## src/rtl/icd_defines.svh

```systemverilog
// Purpose: offsets, field positions, reset values and counts of the capture unit
// Assumes: included by its bare name wherever a constant is needed
// Notes: byte addresses on the register bus; each channel owns a 16-byte window
`ifndef ICD_DEFINES_SVH
`define ICD_DEFINES_SVH

// register window
`define ICD_MAP_END 8'h20
`define ICD_EVEN_BIT 4
`define ICD_OFS_CTRL1 4'h0
`define ICD_OFS_CTRL2 4'h4
`define ICD_OFS_BUF 4'h8
`define ICD_OFS_CNT 4'hC

// capture_control_one fields
`define ICD_TSEL_LSB 10
`define ICD_ICI_LSB 5
`define ICD_OV_BIT 4
`define ICD_BNE_BIT 3
`define ICD_ICM_LSB 0
`define ICD_CTRL1_WMASK 16'h1C67
`define ICD_CTRL1_RST 16'h0000

// capture_control_two fields
`define ICD_CASC_BIT 8
`define ICD_TRIG_BIT 7
`define ICD_TSTAT_BIT 6
`define ICD_SSEL_LSB 0
`define ICD_CTRL2_WMASK 16'h019F
`define ICD_CTRL2_RST 16'h000D

// sources and counts
`define ICD_TSEL_SYSCLK 3'h7
`define ICD_SYNC_VALID_MASK 32'h7FFC_FFFE
`define ICD_PRE4_LAST 4'h3
`define ICD_PRE16_LAST 4'hF
`define ICD_CNT_MAX 16'hFFFF
`define ICD_FIFO_DEPTH 4
`define ICD_RESP_OKAY 2'h0
`define ICD_RESP_SLVERR 2'h2

`endif

```

## src/rtl/icd_pkg.sv

```systemverilog
// Purpose: types shared by the capture unit files
// Assumes: constants live in icd_defines.svh
// Notes: enum codes match the register encodings
package icd_pkg;
  typedef logic [15:0] icd_word_t;

  typedef enum logic [2:0] {
    ICD_CAP_OFF = 3'h0,
    ICD_CAP_EVERY = 3'h1,
    ICD_CAP_FALL = 3'h2,
    ICD_CAP_RISE = 3'h3,
    ICD_CAP_DIV4 = 3'h4,
    ICD_CAP_DIV16 = 3'h5,
    ICD_CAP_UNUSED = 3'h6,
    ICD_CAP_WAKE = 3'h7
  } icd_cap_mode_e;

  // {trigger_mode_select, source nonzero}
  typedef enum logic [1:0] {
    ICD_RUN_FREE = 2'h0,
    ICD_RUN_SYNC = 2'h1,
    ICD_RUN_SWTRIG = 2'h2,
    ICD_RUN_HWTRIG = 2'h3
  } icd_run_mode_e;
endpackage : icd_pkg

```

## src/rtl/icd_fifo_if.sv

```systemverilog
// Purpose: link between a capture channel and its capture store
// Assumes: one clock and synchronous reset
// Notes: head shows the oldest entry while not empty
`timescale 1ns/1ns
`default_nettype none
interface icd_fifo_if (
  input wire logic clk,
  input wire logic rst
);
  import icd_pkg::*;
  logic push;
  logic pop;
  icd_word_t wdata;
  icd_word_t head;
  logic full;
  logic empty;

  modport ctrl (input clk, input rst, output push, output pop, output wdata, input head, input full, input empty);
  modport store (input clk, input rst, input push, input pop, input wdata, output head, output full, output empty);
endinterface : icd_fifo_if
`default_nettype wire

```

## src/rtl/icd_capture_fifo.sv

```systemverilog
// Purpose: four-entry store of captured counter values
// Assumes: push when full is dropped; the caller flags the overflow
// Notes: pop when empty is ignored
`timescale 1ns/1ns
`default_nettype none
`include "icd_defines.svh"
module icd_capture_fifo (
  icd_fifo_if.store bus
);
  import icd_pkg::*;

  icd_word_t mem_reg [`ICD_FIFO_DEPTH];
  logic [1:0] wp_reg;
  logic [1:0] rp_reg;
  logic [2:0] cnt_reg;
  logic do_push;
  logic do_pop;

  // accept only what fits, release only what is held
  assign bus.full = (cnt_reg == 3'(`ICD_FIFO_DEPTH));
  assign bus.empty = (cnt_reg == 3'h0);
  assign do_push = bus.push & ~bus.full;
  assign do_pop = bus.pop & ~bus.empty;
  assign bus.head = mem_reg[rp_reg];

  // one storage word per entry
  for (genvar e = 0; e < `ICD_FIFO_DEPTH; e++) begin : g_ent
    always_ff @(posedge bus.clk) begin
      if (bus.rst) begin
        mem_reg[e] <= 16'h0000;
      end else if (do_push && (wp_reg == 2'(e))) begin
        mem_reg[e] <= bus.wdata;
      end
    end
  end

  // pointers and fill level
  always_ff @(posedge bus.clk) begin
    if (bus.rst) begin
      wp_reg <= 2'h0;
      rp_reg <= 2'h0;
      cnt_reg <= 3'h0;
    end else begin
      wp_reg <= wp_reg + {1'b0, do_push};
      rp_reg <= rp_reg + {1'b0, do_pop};
      cnt_reg <= cnt_reg + {2'h0, do_push} - {2'h0, do_pop};
    end
  end
endmodule : icd_capture_fifo
`default_nettype wire

```

## src/rtl/icd_capture_pair.sv

```systemverilog
// Purpose: pair of input capture channels with dedicated counters, AXI4-Lite registers
// Assumes: all inputs synchronous to REF_CLK; tick inputs are one-cycle count enables
// Notes: channel 0 is the odd module (low half), channel 1 the even module (high half)
// Notes on behaviour
// - free running counter counts selected ticks and wraps from FFFF to 0000
// - each qualifying capture event pushes the present counter value
// - capture store holds four values per channel
// - synchronous mode counts while the sync source is enabled; sync events clear the counter
// - trigger mode holds the counter clear until the chosen source fires
// - zero source and clear trigger bit runs free; nonzero picks sync or trigger
// - zero source with trigger bit set waits for software to set armed status
// - six time base choices and twenty-eight trigger or sync sources per channel
// - capture on rising, every edge, every fourth or sixteenth rising edge
// - interrupt on every capture or every Nth, apart from edge choice
// - cascade: odd is low half, even is high half, low wrap bumps high
// - in cascade the even module follows the odd module synchronously
// - in cascade the odd module's count, trigger and mode fields govern
// - synchronous cascade keeps both counters reset until sync source enabled
// - not-empty flag shows waiting values and clears when all are read
// - mode field: off, every edge, falling, rising, 4th, 16th, unused, wake
// - interrupt after 1st to 4th capture; ignored in every-edge mode
// - time base 111 is system clock, 000 to 100 timers, others reserved
// - read-only overflow flag reports a lost capture
//
// Chosen here: the AXI4-Lite register port and the placing of the registers.
`timescale 1ns/1ns
`default_nettype none
`include "icd_defines.svh"
module icd_capture_pair (
  input wire logic REF_CLK,
  input wire logic SRST,
  input wire logic S_AXI_AWVALID,
  output logic S_AXI_AWREADY,
  input wire logic [7:0] S_AXI_AWADDR,
  input wire logic S_AXI_WVALID,
  output logic S_AXI_WREADY,
  input wire logic [31:0] S_AXI_WDATA,
  input wire logic [3:0] S_AXI_WSTRB,
  output logic S_AXI_BVALID,
  input wire logic S_AXI_BREADY,
  output logic [1:0] S_AXI_BRESP,
  input wire logic S_AXI_ARVALID,
  output logic S_AXI_ARREADY,
  input wire logic [7:0] S_AXI_ARADDR,
  output logic S_AXI_RVALID,
  input wire logic S_AXI_RREADY,
  output logic [31:0] S_AXI_RDATA,
  output logic [1:0] S_AXI_RRESP,
  input wire logic [1:0] CAPTURE_INPUT_PIN,
  input wire logic [4:0] TIMEBASE_TICK,
  input wire logic [31:0] SYNC_EVENT,
  input wire logic [31:0] SYNC_SOURCE_ENABLED,
  output logic [1:0] CAPTURE_IRQ
);
  import icd_pkg::*;

  // bus slave state
  logic aw_held_reg;
  logic [7:0] aw_addr_reg;
  logic w_held_reg;
  logic [15:0] w_data_reg;
  logic [1:0] w_strb_reg;
  logic bvalid_reg;
  logic [1:0] bresp_reg;
  logic rvalid_reg;
  logic [31:0] rdata_reg;
  logic [1:0] rresp_reg;

  // per channel state, index 0 odd, 1 even
  logic [1:0][15:0] ctrl1_reg;
  logic [1:0][15:0] ctrl2_reg;
  logic [1:0] trig_armed_reg;
  logic [1:0][15:0] capture_counter_reg;
  logic [1:0] pin_d_reg;
  logic [1:0][3:0] pre_reg;
  logic [1:0][1:0] ici_cnt_reg;
  logic [1:0] ovf_reg;
  logic [1:0] irq_reg;

  // per channel combinational terms
  logic [1:0] tick_own;
  logic [1:0] run_own;
  logic [1:0] clr_own;
  logic [1:0] cap_own;
  logic [1:0] irq_own;
  logic [1:0] clr_eff;
  logic [1:0] inc_eff;
  logic [1:0] cap_eff;
  logic [1:0] roll;
  logic [1:0] follow;
  logic [1:0] wr_c1;
  logic [1:0] wr_c2;
  logic [1:0] rd_pop;
  logic [1:0] fifo_full;
  logic [1:0] fifo_empty;
  logic [1:0][15:0] fifo_head;
  logic [1:0][15:0] c1_rb;
  logic [1:0][15:0] c2_rb;

  logic cascade_on;
  logic do_write;
  logic wr_ok;
  logic ar_take;
  logic rd_ok;
  logic rd_ch;
  logic [3:0] rd_off;
  logic [15:0] wmask16;
  logic [15:0] rd_word;

  // write channel: address and data are taken independently, then joined
  assign S_AXI_AWREADY = ~aw_held_reg & ~bvalid_reg;
  assign S_AXI_WREADY = ~w_held_reg & ~bvalid_reg;
  assign do_write = aw_held_reg & w_held_reg & ~bvalid_reg;
  assign wr_ok = (aw_addr_reg < `ICD_MAP_END);
  assign wmask16 = {{8{w_strb_reg[1]}}, {8{w_strb_reg[0]}}};
  assign S_AXI_BVALID = bvalid_reg;
  assign S_AXI_BRESP = bresp_reg;

  // read channel: one read in flight, answer the edge after the address is taken
  assign S_AXI_ARREADY = ~rvalid_reg;
  assign ar_take = S_AXI_ARVALID & ~rvalid_reg;
  assign rd_ok = (S_AXI_ARADDR < `ICD_MAP_END);
  assign rd_ch = S_AXI_ARADDR[`ICD_EVEN_BIT];
  assign rd_off = S_AXI_ARADDR[3:0];
  assign S_AXI_RVALID = rvalid_reg;
  assign S_AXI_RDATA = rdata_reg;
  assign S_AXI_RRESP = rresp_reg;

  // cascade only when both modules ask for it
  assign cascade_on = ctrl2_reg[0][`ICD_CASC_BIT] & ctrl2_reg[1][`ICD_CASC_BIT];

  // read selection
  assign rd_word = (rd_off == `ICD_OFS_CTRL1) ? c1_rb[rd_ch] :
                   (rd_off == `ICD_OFS_CTRL2) ? c2_rb[rd_ch] :
                   (rd_off == `ICD_OFS_BUF) ? fifo_head[rd_ch] :
                   (rd_off == `ICD_OFS_CNT) ? capture_counter_reg[rd_ch] : 16'h0000;

  // write half of the bus slave
  always_ff @(posedge REF_CLK) begin
    if (SRST) begin
      aw_held_reg <= 1'b0;
      aw_addr_reg <= 8'h00;
      w_held_reg <= 1'b0;
      w_data_reg <= 16'h0000;
      w_strb_reg <= 2'h0;
      bvalid_reg <= 1'b0;
      bresp_reg <= `ICD_RESP_OKAY;
    end else begin
      if (S_AXI_AWVALID && S_AXI_AWREADY) begin
        aw_held_reg <= 1'b1;
        aw_addr_reg <= S_AXI_AWADDR;
      end else if (do_write) begin
        aw_held_reg <= 1'b0;
      end
      if (S_AXI_WVALID && S_AXI_WREADY) begin
        w_held_reg <= 1'b1;
        w_data_reg <= S_AXI_WDATA[15:0];
        w_strb_reg <= S_AXI_WSTRB[1:0];
      end else if (do_write) begin
        w_held_reg <= 1'b0;
      end
      if (do_write) begin
        bvalid_reg <= 1'b1;
        bresp_reg <= wr_ok ? `ICD_RESP_OKAY : `ICD_RESP_SLVERR;
      end else if (S_AXI_BREADY) begin
        bvalid_reg <= 1'b0;
      end
    end
  end

  // read half of the bus slave; reading a buffer port pops it
  always_ff @(posedge REF_CLK) begin
    if (SRST) begin
      rvalid_reg <= 1'b0;
      rdata_reg <= 32'h0000_0000;
      rresp_reg <= `ICD_RESP_OKAY;
    end else if (ar_take) begin
      rvalid_reg <= 1'b1;
      rdata_reg <= rd_ok ? {16'h0000, rd_word} : 32'h0000_0000;
      rresp_reg <= rd_ok ? `ICD_RESP_OKAY : `ICD_RESP_SLVERR;
    end else if (S_AXI_RREADY) begin
      rvalid_reg <= 1'b0;
    end
  end

  for (genvar g = 0; g < 2; g++) begin : g_ch
    icd_word_t cnt_w;
    logic [2:0] tsel;
    logic [1:0] captures_per_interrupt;
    logic [4:0] ssel;
    logic [7:0] tick_vec;
    logic [31:0] sev_vec;
    logic sev;
    logic son;
    logic rise;
    logic fall;
    logic hw_arm;
    logic sw_arm_wr;
    logic cap_raw;
    logic ici_hit;
    logic [1:0] gv; // channel whose mode fields govern this one
    icd_cap_mode_e mode;
    icd_run_mode_e run_mode;

    icd_fifo_if fif (.clk(REF_CLK), .rst(SRST));

    icd_capture_fifo u_fifo (
      .bus(fif.store)
    );

    // in cascade the even module takes the odd module's mode fields
    assign follow[g] = (g != 0) & cascade_on;
    assign gv = follow[g] ? 2'h0 : 2'(g);
    assign tsel = ctrl1_reg[g][`ICD_TSEL_LSB +: 3];
    assign captures_per_interrupt = ctrl1_reg[gv][`ICD_ICI_LSB +: 2];
    assign mode = icd_cap_mode_e'(ctrl1_reg[gv][`ICD_ICM_LSB +: 3]);
    assign ssel = ctrl2_reg[g][`ICD_SSEL_LSB +: 5];

    // time base: five timer ticks, two reserved codes, system clock always ticks
    assign tick_vec = {1'b1, 2'h0, TIMEBASE_TICK};
    assign tick_own[g] = tick_vec[tsel];

    // sync or trigger source; reserved and zero codes never fire
    assign sev_vec = SYNC_EVENT & `ICD_SYNC_VALID_MASK;
    assign sev = sev_vec[ssel];
    assign son = SYNC_SOURCE_ENABLED[ssel];
    assign run_mode = icd_run_mode_e'({ctrl2_reg[g][`ICD_TRIG_BIT], |ssel});

    // hardware arms on the source event; software may also set it
    assign hw_arm = (run_mode == ICD_RUN_HWTRIG) & sev;
    assign sw_arm_wr = wr_c2[g] & w_strb_reg[0];

    // whether the counter may run in this channel's own setting
    always_comb begin
      unique case (run_mode)
        ICD_RUN_FREE: run_own[g] = 1'b1;
        ICD_RUN_SYNC: run_own[g] = son;
        ICD_RUN_SWTRIG: run_own[g] = trig_armed_reg[g];
        ICD_RUN_HWTRIG: run_own[g] = trig_armed_reg[g];
      endcase
    end

    // held clear when stopped, off, unused, or on a sync event
    assign clr_own[g] = ~run_own[g] | (mode == ICD_CAP_OFF) | (mode == ICD_CAP_UNUSED) |
                        ((run_mode == ICD_RUN_SYNC) & sev);

    // the even half follows the odd half's clear, wraps and events
    assign clr_eff[g] = follow[g] ? clr_own[0] : clr_own[g];
    assign inc_eff[g] = follow[g] ? roll[0] : tick_own[g];
    assign cap_eff[g] = follow[g] ? cap_own[0] : cap_own[g];
    assign roll[g] = inc_eff[g] & ~clr_eff[g] & (capture_counter_reg[g] == `ICD_CNT_MAX);
    assign cnt_w = capture_counter_reg[g];

    // pin edges, the pin being synchronous already
    assign rise = CAPTURE_INPUT_PIN[g] & ~pin_d_reg[g];
    assign fall = ~CAPTURE_INPUT_PIN[g] & pin_d_reg[g];

    // capture qualification by mode
    always_comb begin
      unique case (mode)
        ICD_CAP_EVERY: cap_raw = rise | fall;
        ICD_CAP_FALL: cap_raw = fall;
        ICD_CAP_RISE: cap_raw = rise;
        ICD_CAP_DIV4: cap_raw = rise & (pre_reg[g] == `ICD_PRE4_LAST);
        ICD_CAP_DIV16: cap_raw = rise & (pre_reg[g] == `ICD_PRE16_LAST);
        default: cap_raw = 1'b0; // off, unused, wake: no capture
      endcase
    end
    assign cap_own[g] = cap_raw & run_own[g];

    // interrupt: every event in every-edge mode, else every Nth; wake mode on rise
    assign ici_hit = (ici_cnt_reg[g] == captures_per_interrupt);
    assign irq_own[g] = (mode == ICD_CAP_WAKE) ? rise :
                        (mode == ICD_CAP_EVERY) ? cap_own[g] : (cap_own[g] & ici_hit);

    // store hookup; overflow drops the value inside the store
    assign fif.push = cap_eff[g];
    assign fif.wdata = cnt_w;
    assign fif.pop = rd_pop[g];
    assign fifo_full[g] = fif.full;
    assign fifo_empty[g] = fif.empty;
    assign fifo_head[g] = fif.head;
    assign rd_pop[g] = ar_take & rd_ok & (rd_ch == 1'(g)) & (rd_off == `ICD_OFS_BUF);

    // register write decode and readback
    assign wr_c1[g] = do_write & wr_ok & (aw_addr_reg[`ICD_EVEN_BIT] == 1'(g)) &
                      (aw_addr_reg[3:0] == `ICD_OFS_CTRL1);
    assign wr_c2[g] = do_write & wr_ok & (aw_addr_reg[`ICD_EVEN_BIT] == 1'(g)) &
                      (aw_addr_reg[3:0] == `ICD_OFS_CTRL2);
    assign c1_rb[g] = ctrl1_reg[g] | ({15'h0000, ovf_reg[g]} << `ICD_OV_BIT) |
                      ({15'h0000, ~fifo_empty[g]} << `ICD_BNE_BIT);
    assign c2_rb[g] = ctrl2_reg[g] | ({15'h0000, trig_armed_reg[g]} << `ICD_TSTAT_BIT);

    // control registers, byte lanes honoured
    always_ff @(posedge REF_CLK) begin
      if (SRST) begin
        ctrl1_reg[g] <= `ICD_CTRL1_RST;
        ctrl2_reg[g] <= `ICD_CTRL2_RST;
      end else begin
        if (wr_c1[g]) begin
          ctrl1_reg[g] <= (ctrl1_reg[g] & ~(wmask16 & `ICD_CTRL1_WMASK)) |
                          (w_data_reg & wmask16 & `ICD_CTRL1_WMASK);
        end
        if (wr_c2[g]) begin
          ctrl2_reg[g] <= (ctrl2_reg[g] & ~(wmask16 & `ICD_CTRL2_WMASK)) |
                          (w_data_reg & wmask16 & `ICD_CTRL2_WMASK);
        end
      end
    end

    // armed status: hardware set wins over a software clear in the same cycle
    always_ff @(posedge REF_CLK) begin
      if (SRST) begin
        trig_armed_reg[g] <= 1'b0;
      end else if (hw_arm) begin
        trig_armed_reg[g] <= 1'b1;
      end else if (sw_arm_wr) begin
        trig_armed_reg[g] <= w_data_reg[`ICD_TSTAT_BIT];
      end
    end

    // dedicated counter
    always_ff @(posedge REF_CLK) begin
      if (SRST) begin
        capture_counter_reg[g] <= 16'h0000;
      end else if (clr_eff[g]) begin
        capture_counter_reg[g] <= 16'h0000;
      end else if (inc_eff[g]) begin
        capture_counter_reg[g] <= capture_counter_reg[g] + 16'h0001;
      end
    end

    // edge history, prescaler and interrupt count
    always_ff @(posedge REF_CLK) begin
      if (SRST) begin
        pin_d_reg[g] <= 1'b0;
        pre_reg[g] <= 4'h0;
        ici_cnt_reg[g] <= 2'h0;
      end else begin
        pin_d_reg[g] <= CAPTURE_INPUT_PIN[g];
        if ((mode != ICD_CAP_DIV4) && (mode != ICD_CAP_DIV16)) begin
          pre_reg[g] <= 4'h0;
        end else if (rise && run_own[g]) begin
          pre_reg[g] <= cap_raw ? 4'h0 : pre_reg[g] + 4'h1;
        end
        if (mode == ICD_CAP_OFF) begin
          ici_cnt_reg[g] <= 2'h0;
        end else if (cap_own[g]) begin
          ici_cnt_reg[g] <= ici_hit ? 2'h0 : ici_cnt_reg[g] + 2'h1;
        end
      end
    end

    // overflow: a lost capture sets, a buffer read clears, set wins
    always_ff @(posedge REF_CLK) begin
      if (SRST) begin
        ovf_reg[g] <= 1'b0;
        irq_reg[g] <= 1'b0;
      end else begin
        if (cap_eff[g] && fifo_full[g]) begin
          ovf_reg[g] <= 1'b1;
        end else if (rd_pop[g]) begin
          ovf_reg[g] <= 1'b0;
        end
        // the even half stays quiet in cascade; the odd half speaks for both
        irq_reg[g] <= irq_own[g] & ~follow[g];
      end
    end
  end

  assign CAPTURE_IRQ = irq_reg;
endmodule : icd_capture_pair
`default_nettype wire

```

## config.mk

```make
export PLATFORM = sky130hd
export DESIGN_NAME = icd_capture_pair
export DESIGN_NICKNAME = d
export VERILOG_FILES = /design/src/rtl/icd_pkg.sv /design/src/rtl/icd_fifo_if.sv /design/src/rtl/icd_capture_fifo.sv /design/src/rtl/icd_capture_pair.sv
export VERILOG_INCLUDE_DIRS = /design/src /design/src/rtl
export SDC_FILE = /design/constraint.sdc
export NUM_CORES = 1
export LEC_CHECK = 0
export BUFFER_PORTS_ARGS = -buffer_cell sky130_fd_sc_hd__buf_2
export CORE_MARGIN = 2
export CORE_UTILIZATION = 55
export CTS_CLUSTER_DIAMETER = 30
export DETAILED_ROUTE_END_ITERATION = 7
export HOLD_SLACK_MARGIN = 0.12
export PLACE_DENSITY = 0.87
export SETUP_SLACK_MARGIN = 0.05
export SLEW_MARGIN = 25
export SYNTH_ARGS = -nofsm -noshare
export SYNTH_HDL_FRONTEND = slang
export SYNTH_SLANG_ARGS = --single-unit
```

## constraint.sdc

```tcl
create_clock -name REF_CLK -period 5.1 [get_ports REF_CLK]
set_input_delay 0.51 -clock REF_CLK [delete_from_list [all_inputs] [get_ports REF_CLK]]
set_output_delay 0.51 -clock REF_CLK [all_outputs]
set_load 0.02 [all_outputs]
```

==> flow_summary.rst <==
.. list-table::
   :header-rows: 1

   * - Metric
     - Value
   * - Result of the run
     - finished, final reports clean
   * - Clock Sink Count
     - 268
   * - Number of register bits inferred by synthesis
     - 268
   * - Overflow after GRT
     - 0
   * - Yosys warning total
     - 0
   * - Area after detailed placement
     - 0.0145 mm^2
   * - Area growth from synthesis to layout
     - 19.4%
   * - Htree depth
     - 2
   * - Residual antenna-violating net count after detailed routing
     - 0
   * - CTS Hold Bufs
     - 0
   * - Worst Setup End Kind
     - flip-flop
   * - Root Buffer Master
     - clkbuf_16
   * - Maximum number of pins on one net before global-route repair
     - 77
   * - First-iteration detailed-routing DRC count
     - 1213
   * - Detailed-router iteration count before antenna repair
     - 8
   * - Post-CTS repair timing setup buffer count
     - 0
   * - Setup repair after global routing missed its margin
     - false
   * - Worst min-delay path class
     - primary input to flip-flop
   * - Relative slew slack
     - 27.7%
   * - WP data arrival
     - 4.40 ns
   * - Die area
     - 0.0262 mm^2
   * - Row count
     - 57
   * - Final non-filler cell area
     - 0.0164 mm^2
   * - Max Cap Viol
     - 0
   * - Number of vias after detailed routing
     - 11.0k
   * - I/O pins
     - 173
   * - Path type of the worst setup path
     - flip-flop to flip-flop
   * - Maximum vdd ir drop
     - 271 uV
   * - Final routed wire length divided by cell count
     - 20.5 um
   * - Setup Viol. Count Final
     - 0
   * - CP required
     - 5.57 ns
   * - Mean instance size in the synthesized netlist
     - 10.6 um^2
   * - Number of cells in the design after placement
     - 1691
   * - Area of the mapped netlist
     - 0.0137 mm^2
   * - Worst slack at placement
     - 1.24 ns
   * - Share of final-layout standard cells stronger than drive strength 1
     - 22.3%
   * - Final Cycle Share
     - 77.1%
   * - Post-detailed-placement half-perimeter wirelength
     - 24300 um
   * - Share of synthesized area occupied by flip-flops and latches
     - 48.4%
   * - Post-route DRC
     - 0
   * - Die Width
     - 162 um
   * - Final standard cell count with taps included and fillers excluded
     - 1787
   * - Setup slack of the critical path after layout
     - 1.17 ns
   * - Global-route wire length before repair
     - 57300 um
   * - Hold Slack
     - 0.153 ns
   * - Post-Route Setup TNS
     - 0 ns
   * - Height of the chip
     - 162 um
   * - Final WL
     - 36700 um
   * - Number of different library cells in the post-synthesis netlist
     - 74
   * - Crit path time final
     - 3.93 ns
   * - Number of global-route vias before repair
     - 11.0k
   * - CP startpoint kind
     - flip-flop
   * - Number of antenna violations at the first check in global routing
     - 3
   * - Starting Density
     - 56.2%
   * - Largest fanout of any net on the critical path
     - 18
   * - Buffers added on ports
     - 128
   * - Proportion of register bits with asynchronous set or reset after synthesis
     - 0%
   * - Post-Synthesis Cells
     - 1295
   * - Clock latency on the worst-skew pair
     - 0.56 ns
   * - CTS buffer count
     - 50
   * - RD Place Congestion
     - 0.925
   * - Worst-path clk slew
     - 0.05 ns
   * - Most common flop cell mapped by yosys
     - dfxtp_1
   * - Routed vias/inst
     - 6.15
   * - Peak Freq
     - 0.254 GHz
   * - Post-cts resize count
     - 0
   * - Leakage
     - 5.99 nW
   * - Power density over the cells
     - 375 mW/mm^2
   * - Count of pins over their slew limit
     - 0
   * - # nets final
     - 1568
   * - Standard cell core area
     - 0.0244 mm^2
   * - EDFF count, synth
     - 128
   * - CTS tree
     - built
   * - Deepest clock path buffer count
     - 3
   * - Fin. Hold Viols
     - 0
   * - Worst clock skew on the final layout
     - 0.0283 ns
   * - Global-route usage over all layers
     - 27.9%
   * - Slew at the pin closest to its max-slew limit
     - 1.08 ns
cell usage in the layout, fill, tap and decap left out, types with 7 or more instances in the layout:
master / n
nor2_1: 170
dfxtp_1: 140
edfxtp_1: 128
buf_2: 127
nand2_1: 125
mux2i_1: 83
a21oi_1: 67
and2_1: 65
mux4_2: 53
clkbuf_16: 52
o21ai_0: 32
inv_1: 27
nand3_1: 26
xnor2_1: 25
nor3_1: 22
buf_4: 22
conb_1: 18
nor2b_1: 16
ha_1: 16
mux2_2: 15
or3_1: 15
nand2b_1: 13
a22oi_1: 12
and3_1: 11
a31oi_1: 10
o221ai_1: 10
a211oi_1: 10
a221oi_1: 9
bufinv_16: 9
xor2_1: 8
o22ai_1: 7
nand3b_1: 7
where the power goes:
group,switching [mW],internal [mW]
Combinational,0.169,0.107
Sequential,0.0271,2.31
Clock,1.14,2.38
Total,1.34,4.80
metrics by stage:
stage                     util, %  total power [mW]
after floorplan                 -              2.55
after CTS                    67.1              6.15
final                        67.1              6.14
after detailed placement     59.6              2.65
after global placement       59.6              2.64
after global routing         67.1              6.29
logic make-up (layout without fill, tap and decap cells):
family | count (synthesis) | after routing | synth area share [%]
AOI/OAI and AO/OA | 195 | 195 | 9.15
xor gates and xnor gates | 33 | 33 | 2.11
adders and majority gates | 18 | 18 | 1.75
buffers and inverters | 122 | 271 | 4.24
DFF | 268 | 268 | 48.4
muxes | 156 | 156 | 16.8
other | 1 | 20 | 0.0273
and+or+nand+nor | 502 | 502 | 17.4
synth_stat cells (11+ instances only):
cell      count  area share [%]
buf_4        18            0.98
inv_1        27            0.74
mux4_2       53             8.7
nand2_1     125             3.4
nor2_1      170             4.7
mux2_2       15             1.2
o21ai_0      36             1.3
mux2i_1      83             6.1
and3_1       11            0.50
and2_1       65             3.0
xnor2_1      25             1.6
a21oi_1      67             2.4
or3_1        15            0.68
buf_2        14            0.51
nor3_1       24            0.88
clkbuf_1     46             1.3
a22oi_1      12            0.66
nand3_1      26            0.95
nor2b_1      16            0.73
ha_1         16             1.5
nand2b_1     13            0.59
dfxtp_1     140              20
edfxtp_1    128              28
per-layer routing:
layer	wire length [um]	up-vias	GRT usage (%)	part of all wire, %
li1	-	4942	-	-
met1	13600	5308	33.9	37
met2	17700	617	46.8	48
met3	3790	115	7.05	10
met4	1620	0	13.0	4.4
met5	0	-	0	0
path summary, 6_finish.rpt:
kind                        from           endpoint  slack [ns]  cells past startpoint
setup / recovery       flip-flop  g_ch[1].cnt_w[15]        1.17                      8
hold / removal      S_AXI_RREADY       S_AXI_RVALID        0.15                      2
setup reg to reg       flip-flop  g_ch[1].cnt_w[15]        1.17                      8
hold reg to reg   S_AXI_RDATA[1]     S_AXI_RDATA[1]        0.45                      2
area by class of cell:
cell class / count / area (um^2)
Fill cell: 1698 / 8020
Sequential cell: 268 / 6650
Clock inverter: 34 / 450
Timing Repair Buffer: 150 / 808
Tap cell: 324 / 405
Multi-Input combinational cell: 922 / 6590
Clock buffer: 59 / 1370
Antenna cell: 2 / 5.00
Inverter: 28 / 105
worst max-delay path: stages (launching register included):
cell	delay [ns]
dfxtp_1	0.80
mux2_2	0.41
a22o_1	0.22
a2111oi_0	0.43
o2bb2ai_1	0.25
o211ai_1	0.46
and2_1	0.49
or4_1	0.57
a21oi_1	0.19
No activity file was read; power rests on OpenSTA's default activity.
